## config.mk

```make
export PLATFORM = sky130hd
export DESIGN_NAME = csc_regs
export DESIGN_NICKNAME = d
export VERILOG_FILES = /design/src/rtl/csc_pkg.sv /design/src/rtl/csc_sync.sv /design/src/rtl/csc_regs.sv
export SDC_FILE = /design/constraint.sdc
export NUM_CORES = 1
export LEC_CHECK = 0
export ABC_AREA = 1
export ABC_CLOCK_PERIOD_IN_PS = 3500
export BUFFER_PORTS_ARGS = -buffer_cell sky130_fd_sc_hd__buf_2
export CORE_UTILIZATION = 39
export DETAILED_ROUTE_END_ITERATION = 7
export GPL_TIMING_DRIVEN = 0
export PLACE_DENSITY = 0.55
export SLEW_MARGIN = 20
export SYNTH_ARGS = -nofsm -noshare
export SYNTH_HDL_FRONTEND = slang
export SYNTH_SLANG_ARGS = --single-unit
```

## constraint.sdc

```tcl
create_clock -name clk -period 3.5 [get_ports clk]
set_clock_uncertainty 0.15 [all_clocks]
set_input_delay 0.875 -clock clk [delete_from_list [all_inputs] [get_ports clk]]
set_output_delay 0.875 -clock clk [all_outputs]
set_load 0.02 [all_outputs]
```

## src/rtl/csc_pkg.sv

```systemverilog
// Shared constants for the converter status and control register bank
package csc_pkg;

	// ---------------------------------------------------------------
	// Register offsets (serial register pointer values)
	// ---------------------------------------------------------------
	localparam logic [7:0] CSC_OFS_SRC  = 8'h10;
	localparam logic [7:0] CSC_OFS_MASK = 8'h11;
	localparam logic [7:0] CSC_OFS_CTL1 = 8'h12;
	localparam logic [7:0] CSC_OFS_VREF = 8'h13;

	// ---------------------------------------------------------------
	// Field positions
	// ---------------------------------------------------------------
	localparam int CSC_BIT_POK   = 4;
	localparam int CSC_BIT_OVP   = 3;
	localparam int CSC_BIT_SHORT = 2;
	localparam int CSC_BIT_THS   = 1;
	localparam int CSC_BIT_OCP   = 0;
	localparam int CSC_COMP_LSB  = 5;
	localparam int CSC_RATE_LSB  = 3;
	localparam int CSC_CURRENT_LIMIT_SELECT_LSB  = 0;

	// ---------------------------------------------------------------
	// Reset values
	// ---------------------------------------------------------------
	localparam logic [3:0] CSC_RST_FLAGS = 4'h0;
	localparam logic [7:0] CSC_RST_MASK  = 8'h0f;
	localparam logic [2:0] CSC_RST_COMP  = 3'h2;
	localparam logic [1:0] CSC_RST_RATE  = 2'h2;
	localparam logic [2:0] CSC_RST_CURRENT_LIMIT_SELECT  = 3'h0;
	localparam logic [7:0] CSC_RST_VREF  = 8'h44;

	// ---------------------------------------------------------------
	// Reference code clamp limits
	// ---------------------------------------------------------------
	localparam logic [7:0] CSC_VREF_LO = 8'h3d;
	localparam logic [7:0] CSC_VREF_HI = 8'hcc;

	// ---------------------------------------------------------------
	// Serial engine
	// ---------------------------------------------------------------
	localparam logic [3:0] CSC_BITS_BYTE = 4'h8;
	localparam logic [6:0] CSC_DEV_ADDR  = 7'h5a;

	typedef enum logic [3:0] {
		ST_IDLE   = 4'b0000,
		ST_ADDR   = 4'b0001,
		ST_ACK_AD = 4'b0010,
		ST_PTR    = 4'b0011,
		ST_ACK_PT = 4'b0100,
		ST_WDATA  = 4'b0101,
		ST_ACK_WR = 4'b0110,
		ST_RDATA  = 4'b0111,
		ST_ACK_RD = 4'b1000
	} csc_state_type;

endpackage

```

## src/rtl/csc_sync.sv

```systemverilog
// Three-stage input synchroniser with agreement filter
`timescale 1ns/1ps
`default_nettype none

module csc_sync #(
	parameter int W = 1
) (
	input  wire logic         clk,
	input  wire logic         reset,
	input  wire logic [W-1:0] async_in,
	output logic      [W-1:0] filt_q
);

	logic [W-1:0] s1_q;
	logic [W-1:0] s2_q;
	logic [W-1:0] s3_q;

	// ---------------------------------------------------------------
	// Per-bit chain; a change counts once stages two and three agree
	// ---------------------------------------------------------------
	genvar i;
	generate
		for (i = 0; i < W; i++) begin : g_bit
			// Chain keeps sampling through reset, so the output already shows
			// the settled pin level on release and no false edge follows it
			always_ff @(posedge clk) begin
				s1_q[i] <= async_in[i];
				s2_q[i] <= s1_q[i];
				s3_q[i] <= s2_q[i];
				if (reset || (s2_q[i] == s3_q[i])) begin
					filt_q[i] <= s3_q[i];
				end
			end
		end
	endgenerate

endmodule

`default_nettype wire

```

## src/rtl/csc_regs.sv

```systemverilog
// Converter status and control registers behind a serial two-wire slave
//
// Functional notes
// [RQ1] Source bits 7..5 read zero, unwritable
// [RQ2] Source bit 4 shows live power-good
// [RQ3] Source bit 3 latches overvoltage
// [RQ4] Source bit 2 latches hard short
// [RQ5] Source bit 1 latches thermal shutdown
// [RQ6] Source bit 0 latches overcurrent
// [RQ7] Source register read-only, resets zero
// [RQ8] Mask bit 4 gates power-good, resets 0
// [RQ9] Mask bit 3 gates overvoltage, resets 1
// [RQ10] Mask bit 2 gates hard short, resets 1
// [RQ11] Mask bit 1 gates thermal, resets 1
// [RQ12] Mask bit 0 gates overcurrent, resets 1
// [RQ13] Control bits 7..5 compensation, reset 010
// [RQ14] Control bits 4..3 switching rate, reset 10
// [RQ15] Control bits 2..0 current limit, reset 000
// [RQ16] Reference codes up to 0x3C clamp low
// [RQ17] Codes 0x3D..0xCC map linearly
// [RQ18] Codes above 0xCC clamp; reset 0x44
// [RQ19] Shutdown returns all registers to reset
// [RQ20] Pointer write, repeated start, read 8 bits
// [RQ21] Write data lands on acknowledge rising clock
// [RQ22] Interrupt while any unmasked source set
// [RQ23] Writes to source register are ignored
`timescale 1ns/1ps
`default_nettype none

module csc_regs
	import csc_pkg::*;
#(
	parameter logic [6:0] DEV_ADDR = CSC_DEV_ADDR
) (
	input  wire logic       clk,
	input  wire logic       reset,
	input  wire logic       shutdown,
	input  wire logic       scl_in,
	input  wire logic       sda_in,
	output logic            sda_out,
	output logic            sda_oe,
	input  wire logic       power_good_in,
	input  wire logic       overvoltage_in,
	input  wire logic       hard_short_in,
	input  wire logic       thermal_in,
	input  wire logic       overcurrent_in,
	output logic            irq_q,
	output logic [2:0]      comp_select_q,
	output logic [1:0]      switching_rate_select_q,
	output logic [2:0]      current_limit_select_q,
	output logic [7:0]      ref_dac_q
);

	// ---------------------------------------------------------------
	// Synchronised pins
	// ---------------------------------------------------------------
	logic [7:0] pin_s;
	logic       shut_s;
	logic       pok_s;
	logic [3:0] fault_s;
	logic       scl_s;
	logic       sda_s;

	csc_sync #(.W(8)) u_sync (
		.clk      (clk),
		.reset    (reset),
		.async_in ({shutdown, power_good_in, overvoltage_in, hard_short_in,
		            thermal_in, overcurrent_in, scl_in, sda_in}),
		.filt_q   (pin_s)
	);

	assign shut_s  = pin_s[7];
	assign pok_s   = pin_s[6];
	assign fault_s = pin_s[5:2];
	assign scl_s   = pin_s[1];
	assign sda_s   = pin_s[0];

	// Shutdown clears exactly like reset, so nothing survives a power cycle
	logic clr;
	assign clr = reset | shut_s; // [RQ19]

	// ---------------------------------------------------------------
	// Bus edge and condition detection
	// ---------------------------------------------------------------
	logic scl_prev_q;
	logic sda_prev_q;
	logic scl_rise;
	logic scl_fall;
	logic bus_start;
	logic bus_stop;

	assign scl_rise  = scl_s & ~scl_prev_q;
	assign scl_fall  = ~scl_s & scl_prev_q;
	assign bus_start = scl_s & scl_prev_q & sda_prev_q & ~sda_s;
	assign bus_stop  = scl_s & scl_prev_q & ~sda_prev_q & sda_s;

	always_ff @(posedge clk) begin
		if (clr) begin
			scl_prev_q <= 1'b1;
			sda_prev_q <= 1'b1;
		end else begin
			scl_prev_q <= scl_s;
			sda_prev_q <= sda_s;
		end
	end

	// ---------------------------------------------------------------
	// Register storage
	// ---------------------------------------------------------------
	csc_state_type state_q;
	logic [7:0]    shreg_q;
	logic [7:0]    tx_q;
	logic [3:0]    cnt_q;
	logic [7:0]    ptr_q;
	logic          rw_q;
	logic [3:0]    flags_q;
	logic [7:0]    mask_q;
	logic [7:0]    vref_q;

	logic       wr_stb;
	logic [7:0] src_value;
	logic [7:0] ctl1_value;
	logic [7:0] rd_data;
	logic       byte_done;
	logic       addr_hit;

	assign byte_done = (cnt_q == CSC_BITS_BYTE);
	assign addr_hit  = (shreg_q[7:1] == DEV_ADDR);
	assign wr_stb    = (state_q == ST_ACK_WR) & scl_rise; // [RQ21]

	// Upper three bits are wired to zero; no storage exists for them
	assign src_value  = {3'h0, pok_s, flags_q}; // [RQ1] [RQ2]
	assign ctl1_value = {comp_select_q, switching_rate_select_q,
	                     current_limit_select_q};

	// Unmapped pointers read as zero
	assign rd_data = (ptr_q == CSC_OFS_SRC)  ? src_value :
	                 (ptr_q == CSC_OFS_MASK) ? mask_q :
	                 (ptr_q == CSC_OFS_CTL1) ? ctl1_value :
	                 (ptr_q == CSC_OFS_VREF) ? vref_q : 8'h00; // [RQ20]

	// Fault flags: latch on the event, clear only on reset or shutdown
	always_ff @(posedge clk) begin
		if (clr) begin
			flags_q <= CSC_RST_FLAGS; // [RQ7]
		end else begin
			flags_q <= flags_q | fault_s; // [RQ3] [RQ4] [RQ5] [RQ6] [RQ23]
		end
	end

	always_ff @(posedge clk) begin
		if (clr) begin
			mask_q                  <= CSC_RST_MASK; // [RQ8] [RQ9] [RQ10] [RQ11] [RQ12]
			comp_select_q           <= CSC_RST_COMP; // [RQ13]
			switching_rate_select_q <= CSC_RST_RATE; // [RQ14]
			current_limit_select_q  <= CSC_RST_CURRENT_LIMIT_SELECT; // [RQ15]
			vref_q                  <= CSC_RST_VREF; // [RQ18]
		end else if (wr_stb) begin
			if (ptr_q == CSC_OFS_MASK) begin
				mask_q <= shreg_q;
			end
			if (ptr_q == CSC_OFS_CTL1) begin
				comp_select_q           <= shreg_q[CSC_COMP_LSB +: 3]; // [RQ13]
				switching_rate_select_q <= shreg_q[CSC_RATE_LSB +: 2]; // [RQ14]
				current_limit_select_q  <= shreg_q[CSC_CURRENT_LIMIT_SELECT_LSB +: 3]; // [RQ15]
			end
			if (ptr_q == CSC_OFS_VREF) begin
				vref_q <= shreg_q;
			end
		end
	end

	// ---------------------------------------------------------------
	// Reference clamp and interrupt
	// ---------------------------------------------------------------
	// Register reads back the raw code; only the DAC sees the clamped one
	logic [7:0] vref_eff;
	logic [4:0] irq_src;
	assign vref_eff = (vref_q < CSC_VREF_LO) ? CSC_VREF_LO :
	                  (vref_q > CSC_VREF_HI) ? CSC_VREF_HI : vref_q; // [RQ16] [RQ17] [RQ18]
	assign irq_src  = src_value[4:0] & ~mask_q[4:0]; // [RQ8] [RQ9] [RQ10] [RQ11] [RQ12]

	always_ff @(posedge clk) begin
		if (clr) begin
			ref_dac_q <= CSC_RST_VREF;
			irq_q     <= 1'b0;
		end else begin
			ref_dac_q <= vref_eff;
			irq_q     <= |irq_src; // [RQ22]
		end
	end

	// ---------------------------------------------------------------
	// Serial slave engine
	// ---------------------------------------------------------------
	// Open-drain: the pin is only ever pulled low
	always_ff @(posedge clk) begin
		sda_out <= 1'b0;
	end

	always_ff @(posedge clk) begin
		if (clr) begin
			state_q <= ST_IDLE;
			shreg_q <= 8'h00;
			tx_q    <= 8'h00;
			cnt_q   <= 4'h0;
			ptr_q   <= 8'h00;
			rw_q    <= 1'b0;
			sda_oe  <= 1'b0;
		end else if (bus_start) begin
			state_q <= ST_ADDR;
			cnt_q   <= 4'h0;
			sda_oe  <= 1'b0;
		end else if (bus_stop) begin
			state_q <= ST_IDLE;
			sda_oe  <= 1'b0;
		end else begin
			unique case (state_q)
				ST_IDLE: begin
				end
				ST_ADDR, ST_PTR, ST_WDATA: begin
					if (scl_rise) begin
						shreg_q <= {shreg_q[6:0], sda_s};
						cnt_q   <= cnt_q + 4'h1;
					end else if (scl_fall && byte_done) begin
						cnt_q <= 4'h0;
						if (state_q == ST_ADDR) begin
							state_q <= addr_hit ? ST_ACK_AD : ST_IDLE;
							sda_oe  <= addr_hit;
							rw_q    <= shreg_q[0];
						end else if (state_q == ST_PTR) begin
							ptr_q   <= shreg_q; // [RQ20]
							state_q <= ST_ACK_PT;
							sda_oe  <= 1'b1;
						end else begin
							state_q <= ST_ACK_WR;
							sda_oe  <= 1'b1;
						end
					end
				end
				ST_ACK_AD: begin
					if (scl_fall) begin
						if (rw_q) begin
							tx_q    <= {rd_data[6:0], 1'b0}; // [RQ20]
							sda_oe  <= ~rd_data[7];
							cnt_q   <= 4'h1;
							state_q <= ST_RDATA;
						end else begin
							sda_oe  <= 1'b0;
							state_q <= ST_PTR;
						end
					end
				end
				ST_ACK_PT: begin
					if (scl_fall) begin
						sda_oe  <= 1'b0;
						state_q <= ST_WDATA;
					end
				end
				ST_ACK_WR: begin
					if (scl_rise) begin
						ptr_q <= ptr_q + 8'h01;
					end else if (scl_fall) begin
						sda_oe  <= 1'b0;
						state_q <= ST_WDATA;
					end
				end
				ST_RDATA: begin
					if (scl_fall) begin
						if (byte_done) begin
							sda_oe  <= 1'b0;
							ptr_q   <= ptr_q + 8'h01;
							state_q <= ST_ACK_RD;
						end else begin
							sda_oe <= ~tx_q[7];
							tx_q   <= {tx_q[6:0], 1'b0};
							cnt_q  <= cnt_q + 4'h1;
						end
					end
				end
				ST_ACK_RD: begin
					// A not-acknowledge ends the read; the slave then idles until the next start
					if (scl_rise && sda_s) begin
						state_q <= ST_IDLE;
					end else if (scl_fall) begin
						tx_q    <= {rd_data[6:0], 1'b0};
						sda_oe  <= ~rd_data[7];
						cnt_q   <= 4'h1;
						state_q <= ST_RDATA;
					end
				end
				default: begin
					state_q <= ST_IDLE;
				end
			endcase
		end
	end
endmodule

`default_nettype wire

```

Yosys cells after proc, flatten, opt, wreduce, memory -nomap -nowiden. Cells that the tools add are included.

Equality and inequality tests: 45. Reductions and logical operators: 32. $lt $le $gt $ge: 2. Mux-type cells: 58. Bitwise logic cells: 22. Add/sub/neg operators: 2.

Operators by type and width (number): 2-to-1 mux 8 bit (18); 2-to-1 mux 4 bit (17); one-hot mux 8 bit (3 select lines) (2); == test 8 x 5 -> 1 bit, second input constant (4); one-hot mux 4 bit (7 select lines) (1); != test 2 bit, second input constant (13); != test 4 bit, second input constant (6); AND reduction 8 bit (3); AND reduction 9 bit (2); == test 4 x 3 -> 1 bit, second input constant (4); one-hot mux 4 bit (4 select lines) (1); 2-to-1 mux 1 bit (13); inverter 1 bit (10); AND reduction 10 bit (1); != test 3 bit, second input constant (3); OR reduction 3 bit (3); adder 8 x 1 -> 8 bit, second input constant (1); AND 1 bit (8); == test 1 bit (8); == test 4 x 2 -> 1 bit, second input constant (2); == test 4 bit, second input constant (2); > comparator 8 bit, second input constant (1); logical OR 1 bit (8); < comparator 8 x 6 -> 1 bit, second input constant (1); other kinds (22) (29).

Word-level logic and storage cells: 213. Output and inout bits: 19. Register bits: 105.

Longest topological paths before layout. Gate-level depths: netlist of the first run.

Depth after elaboration: 9. Gate-level depth with buffers: 12.

By module. Synthesis of the first run repeated with hierarchy kept, for this count alone.

Cell total of the unflattened synthesis: 629. Area, all modules: 4610.7 um^2.

Modules (own cells, without submodules): csc_regs (sequential area each 1441.4 um^2, area each 3726.1 um^2, times used 1, cells each 556); csc_sync (sequential area each 720.7 um^2, area each 884.6 um^2, times used 1, cells each 73).

Least setup slack after synthesis of the first run. Ideal clock, no wire load.

Path kind: input to register. Start point: in reset. End point: reg comp_select_q[1]. Setup slack: 1.445 ns. Stages on the path: 5. Buffers on the path: 3. Data arrival time: 1.767 ns. Setup time: 0.138 ns. Data required time: 3.212 ns. Cell sequence: clkbuf_1 -> nor2_1 -> buf_2 -> clkbuf_1 -> o211ai_1.

Word-level cells in the longest chain between the ends: 1.

Ends and longest elaborated chain: from (decl) (RTL line csc_regs.sv:36) `input wire logic reset,`; bitwise OR 1 bit (RTL line csc_regs.sv:80) `assign clr = reset | shut_s;`; to (signal assigned) (RTL line csc_regs.sv:163) `comp_select_q <= shreg_q[CSC_COMP_LSB +: 3];`; to (decl) (RTL line csc_regs.sv:48) `output logic [2:0] comp_select_q,`.

No other way between the ends. A chain may end at the register's enable or synchronous reset.

Worst setup path in the final report of the first run.
Start point: in reset. End point: reg ptr_q[7].

Word-level cells in the longest chain between the ends: 1.

Ends and longest elaborated chain: bitwise OR 1 bit (RTL line csc_regs.sv:80); to (signal assigned) (RTL line csc_regs.sv:232) `ptr_q <= shreg_q;`; to (signal assigned) (RTL line csc_regs.sv:262) `ptr_q <= ptr_q + 8'h01;`; to (signal assigned) (RTL line csc_regs.sv:272) `ptr_q <= ptr_q + 8'h01;`; to (decl) (RTL line csc_regs.sv:114) `logic [7:0] ptr_q;`.

No other way between the ends.

==> impl_results.md, run 1 <==
- GP Congestion: 0.8685
- Final setup viols: 0
- Via count: 4,056
- PD cells: 472.4 mW/mm2
- Crit Path Class: in2reg
- Hold Crit Start: u_sync.s1_q[4]
- Nets: 670
- IO Port Bufs: 26
- Share of the synthesized area in the top cell type: 0.4191
- Die area: 0.01220 mm2
- Clock buffer depth: 2
- Crit path capture type: flop
- Status: completed
- Worst skew pair latency: 0.36 ns
- Global-route wire length before repair: 18,350 um
- Final WL: 11,280 um
- Met2 Routed Length: 5071 um
- Worst reg-to-reg path cell count: 10
- RSZ-0062 raised after global routing: false
- First-pass iteration count of the detailed router: 5
- Vias in the first global route: 3,639
- CTS tree: built
- Core Area: 0.01142 mm2
- Hold Fails Final Rpt: 0
- Initial Utilization: 0.4016
- Pre-CTS WS: 0.8820 ns
- Cells after DPL: 786
- Chip Width: 110.4 um
- Initial antenna violation count: 0
- Max_cap viols: 0
- Mapped Area: 0.004586 mm2
- Fin crit share: 0.6248
- DRT iter0 DRCs: 343
- DP Wirelength: 8317 um
- Area contributors post-synth: dfxtp_1 42%, nand2_1 10%, a21oi_1 6.5%
- Placed cell area: 0.004895 mm2
- Area growth, synth to finish: 13.32%
- Row count: 39
- Clock transition at path regs: 0.07 ns
- Final ANT Viol Nets: 0
- WHS Endpoint: u_sync.s2_q[4]
- Die height: 110.4 um
- Final-report max-slew violation count: 0
- Hold slack: 0.1789 ns
- Pin count of the biggest net entering global routing: 21
- Syn Area/Cell: 7.432 um2
- Worst slew pin tran: 0.7096 ns
- CTS root buf: clkbuf_16
- VDD IR max: 0.4078 mV
- Req. time, crit path: 3.56 ns
- Post-Synthesis Net Count: 633
- Post-cts sizing count: 0
- Total global routing overflow: 0
- Cell count after synthesis: 617
- Buffer count from post-CTS setup fixing: 0
- Worst Setup Start Kind: input pin
- CTS Buf Count: 9
- Top sig layer: met4
- Lkg Pwr: 0.002244 uW
- Post-Layout Inst Area: 0.005196 mm2
- Fin cells: 802
- Total global-route track usage: 0.1904
- Period minus WS final: 2.187 ns
- Yosys cell types: 35
- Vias per Instance: 5.057
- Reg-to-reg critical path startpoint: ptr_q[6]
- Largest area contributor in the netlist: dfxtp_1
- H-tree depth: 3
- CTS hold repair buffers: 0
- I/O pin count: 29
- Syn. warnings: 0
- Filler cells: 1,162
- Seq/Total Area, Yosys: 0.4715
- Hold depth: 0
- Worst slew margin: 0.5269
- Worst min-delay path class: reg2reg
- Detailed-route wire length per cell: 14.06 um
- CTS Sinks: 104
- Max frequency: 457.3 MHz
- Setup TNS: 0 ns
- Routed wl met3: 512 um
- CP arrival: 2.25 ns
- Worst-path fanout max: 10
- R2R setup slack: 1.36 ns
- Post-synthesis register bit count: 104
- M1 wire length: 5500 um
- Diode count: 0
- DRC errors left: 0
- Worst r2r dst: tx_q[7]
- PnR worst setup slack: 1.313 ns
- Proportion of layout cells with a drive suffix above 1: 0.1168
## synthesized netlist by cell type
cell type / number
clkbuf_1: 7
nor3_2: 2
xor2_1: 3
nand2_2: 5
a21oi_1: 60
nor2_4: 8
buf_4: 5
conb_1: 1
and3_1: 1
a211oi_1: 1
or2_2: 1
inv_1: 65
ha_1: 6
buf_2: 3
o21ai_1: 5
nor2_1: 77
o21bai_1: 1
nand2_1: 126
nor3_1: 4
inv_4: 1
dfxtp_1: 96
o21a_1: 1
clkinv_1: 2
nor3b_1: 1
o211ai_1: 10
nand3b_1: 1
nand4_1: 5
nand3_1: 43
o22ai_1: 3
edfxtp_1: 8
nand3_2: 1
o21ai_0: 55
nand3_4: 1
nor2_2: 4
inv_2: 4
## flip-flops by register name, summed over array words and instances (netlist names), 2 cells and up
register,count
cnt_q,4
comp_select_q,3
current_limit_select_q,3
flags_q,4
mask_q,8
ptr_q,8
ref_dac_q,8
shreg_q,8
state_q,4
switching_rate_select_q,2
tx_q,7
u_sync.filt_q,8
u_sync.s1_q,8
u_sync.s2_q,8
u_sync.s3_q,8
vref_q,8
## layout make-up
cell class              instances  area [um2]  share of cell area
multi-input cells             426        2072              0.3987
clock inverters                 7       76.32             0.01469
inverters                      72       272.8             0.05249
clock buffers                   9       225.2             0.04334
plain buffers                  15       78.83             0.01517
flip-flops and latches        104        2162              0.4161
well taps                     143       178.9             0.03443
repair buffers                 26       130.1             0.02504
## metrics by stage
stage / util / power [uW]
after global placement: 0.4287 / 1469
final: 0.4551 / 2455
after CTS: 0.4551 / 2485
after global routing: 0.4551 / 2556
after floorplan: - / 1419
after detailed placement: 0.4287 / 1472
## routing by layer
metal  vias to the layer above  GRT usage
li1                       2092          -
met1                      1854     0.2512
met5                         -          0
met3                        13    0.05269
met2                        97     0.2957
met4                         0    0.07289
## report_power, final
group	internal, uW	switching, uW	leakage, uW
Combinational	58.9	132	0.00123
Sequential	1230	21.6	0.000865
Clock	505	505	0.000145
Total	1800	658	0.00224
## kinds of logic (layout without fill, tap and decap cells)
family                     after synthesis  count (layout)  share of synthesized area
AOI/OAI and AO/OA                      136             136                     0.1563
and+or+nand+nor                        280             280                     0.2726
adders and majority gates                6               6                    0.01637
buffers and inverters                   87             129                    0.07667
xor gates and xnor gates                 3               3                   0.005731
other                                    1               1                  0.0008178
DFF                                    104             104                     0.4715
## how the worst max path moves through the flow
stage | to | cells past startpoint | startpoint | slack (ns)
2_1_floorplan | comp_select_q[1] | 5 | reset | 1.45
3_3_place_gp | irq_q | 5 | reset | 0.91
3_5_place_dp | irq_q | 5 | reset | 0.88
4_1_cts | shreg_q[7] | 6 | reset | 1.27
5_1_grt | vref_q[1] | 6 | reset | 1.12
6_report | ptr_q[7] | 5 | reset | 1.31
## placed cells by master (no fill, tap or decap), types with 6 or more instances in the layout
master / n
a21oi_1: 60
buf_2: 29
clkbuf_1: 7
clkbuf_16: 9
dfxtp_1: 96
edfxtp_1: 8
ha_1: 6
inv_1: 65
nand2_1: 126
nand3_1: 43
nor2_1: 77
nor2_4: 8
o211ai_1: 10
o21ai_0: 55
## worst max-delay path: stages
cell      delay, ns
clkbuf_1       0.34
nor2_1         0.15
clkinv_1       0.21
clkbuf_1       0.58
a21oi_1        0.09
Note: power is estimated with default switching activity, not from simulation.
==> run 2: changes to the inputs <==
- ABC_AREA: 1 -> 0
- ABC_CLOCK_PERIOD_IN_PS: 3500 -> 1900
- PLACE_DENSITY: 0.55 -> 0.57
- clock period: 3.5 -> 1.9 ns (I/O delays scaled with it)
==> impl_results.md, run 2 <==
- IO Port Bufs: 27
- DRC errors left: 0
- Final-report max-slew violation count: 0
- I/O pin count: 29
- PD cells: 727.8 mW/mm2
- Ys async rst share: 0
- Area growth, synth to finish: 31.92%
- Crit Path Class: reg2reg
- Period minus WS final: 2.040 ns
- Worst Path Buf+Inv: 2
- CTS root buf: clkbuf_16
- Row count: 39
- Worst slew pin tran: 0.7646 ns
- Die area: 0.01254 mm2
- Seq/Total Area, Yosys: 0.4585
- Register area: 0.002185 mm2
- Hold Fails Final Rpt: 0
- CP Cell Sequence: inv_2 -> ha_4 -> and3b_2 -> a32oi_2 -> buf_4 -> o211ai_4 -> nor3_4 -> a211oi_1
- Synth Flop Type: dfxtp_1
- GP Congestion: 0.8739
- Post-Synthesis Net Count: 550
- CTS Buf Count: 9
- Initial Utilization: 0.4061
- CTS tree: built
- Pin count of the biggest net entering global routing: 20
- Nets: 613
- DRT iter0 DRCs: 245
- CTS Sinks: 104
- Total global-route track usage: 0.2075
- H-tree depth: 3
- Share of the synthesized area in the top cell type: 0.4075
- Clock buffer depth: 2
- Largest area contributor in the netlist: dfxtp_1
- CP arrival: 2.11 ns
- Number of synthesized flops with an enable pin: 8
- DP Wirelength: 8397 um
- Fin cells: 745
- Cell count after synthesis: 534
- Chip Width: 112.0 um
- Mapped Area: 0.004716 mm2
- Syn. warnings: 0
- RSZ-0062 raised after global routing: true
- CTS hold repair buffers: 0
- Worst min-delay path class: in2reg
- Vias per Instance: 5.623
- Placed cell area: 0.005057 mm2
- Crit-path slowest cell: dfxtp_2
- PnR worst setup slack: -0.1396 ns
- Die height: 112.0 um
- Area of the multi-input gates: 0.002892 mm2
- Status: finished with violations
- Total global routing overflow: 0
- Final setup viols: 40
- Global-route wire length before repair: 20,220 um
- Detailed-route wire length per cell: 17.80 um
- Max frequency: 490.3 MHz
- Core Area: 0.01161 mm2
- Worst skew pair latency: 0.35 ns
- Initial antenna violation count: 0
- VDD IR max: 0.7765 mV
- Clock transition at path regs: 0.07 ns
- Worst-path fanout max: 6
- Final ANT Viol Nets: 0
- Yosys cell types: 67
- Via count: 4,189
- Lkg Pwr: 0.002296 uW
- Most common cell after layout, fill and taps aside: dfxtp_1
- Post-synthesis register bit count: 104
- Vias in the first global route: 3,960
- Failing checks: setup timing
- Crit path capture type: flop
- Worst Setup Start Kind: flop
- Worst slew margin: 0.4849
- Fin crit share: 1.073
- Max_cap viols: 0
- Filler cells: 1,073
- Final WL: 13,260 um
- Crit-path leading delay family: simple AND/OR/NAND/NOR gates
- Commonest cells post-synth: 96 x dfxtp_1, 74 x nand2_1, 50 x a21oi_1
- CP max stage delay: 0.33 ns
- Commonest non-fill, non-tap cells in the layout: 82 x dfxtp_1, 46 x nand2_1, 43 x nor2_1
- Proportion of layout cells with a drive suffix above 1: 0.3738
- First-pass iteration count of the detailed router: 5
- Dominant cell by count in the synthesized netlist: dfxtp_1
- Cells after DPL: 704
- Diode count: 0
- Post-Layout Inst Area: 0.006221 mm2
- Syn Area/Cell: 8.831 um2
- Req. time, crit path: 1.97 ns
- Area contributors post-synth: dfxtp_1 41%, nand2_1 5.9%, a21oi_1 5.3%
==> run 2: cell types whose count changed after synthesis, sizes merged, moves of 12 or more <==
cell	delta
nand2b	+16
o21ai	-43
nor2	-43
nand2	-57
nor2b	+18
mux2i	+16
nand3	-33
inv	-53
clkbuf	+12
==> run 2: worst paths after layout <==
check | slack (ns) | from | to | depth (start not counted)
setup reg to reg | -0.14 | cnt_q[0] | tx_q[7] | 8
hold / removal | 0.07 | scl_in | u_sync.s1_q[1] | 1
setup / recovery | -0.14 | cnt_q[0] | tx_q[7] | 8
hold reg to reg | 0.18 | u_sync.s1_q[3] | u_sync.s2_q[3] | 0
==> run 2: layout make-up <==
class,instances,area share
clock inverter,7,0.01388
tap,143,0.02876
multi-input combinational,381,0.4648
buffer,26,0.03077
sequential,104,0.3512
clock buffer,9,0.03620
inverter,17,0.01086
timing repair buffer,58,0.06356
==> run 2: cells by family (layout without fill, tap and decap cells) <==
| logic type | after synthesis | after routing | synth area share |
|---|---|---|---|
| flops | 104 | 104 | 0.4585 |
| mux | 16 | 16 | 0.03396 |
| xor+xnor | 11 | 11 | 0.02043 |
| other cells | 1 | 1 | 0.0007952 |
| compound gates | 136 | 136 | 0.1990 |
| buf+inv | 49 | 117 | 0.04378 |
| fa+ha+maj | 8 | 8 | 0.02016 |
| simple gates | 209 | 209 | 0.2234 |
==> run 2: timing repair <==
action                     4_1_cts  5_1_grt
setup endpoints to repair       57       59
pin swaps                       40       37
cloned                           2        1
resized for setup              130       64
setup buffers                   21        7
==> run 2: power breakdown <==
| group | internal, uW | leakage, uW | total (uW) | switching, uW |
|---|---|---|---|---|
| Sequential | 2260 | 0.000872 | 2300 | 37.4 |
| Combinational | 116 | 0.00127 | 297 | 181 |
| Clock | 1050 | 0.000154 | 1930 | 882 |
| Total | 3430 | 0.00230 | 4530 | 1100 |
==> run 2: stage by stage <==
stage	hold slack, ns	total power (uW)	TNS (ns)	utilization	setup slack, ns
floorplan	0.1596	2491	-0.04534	-	-0.04534
global placement	0.1614	2560	-15.30	0.4355	-0.4869
detailed placement	0.1647	2565	-14.90	0.4355	-0.5081
CTS	0.05345	4530	-2.228	0.5129	-0.1396
global route	0.05310	4677	-6.298	0.5357	-0.2122
finish	0.06642	4528	-2.649	0.5357	-0.1396
==> run 2: layer usage <==
metal / share of wire / track usage / vias to the layer above
met3: 0.054 / 0.04137 / 28
li1: - / - / 2022
met4: 0.027 / 0.08711 / 0
met5: 0 / 0 / -
met1: 0.42 / 0.2621 / 2019
met2: 0.49 / 0.3453 / 120
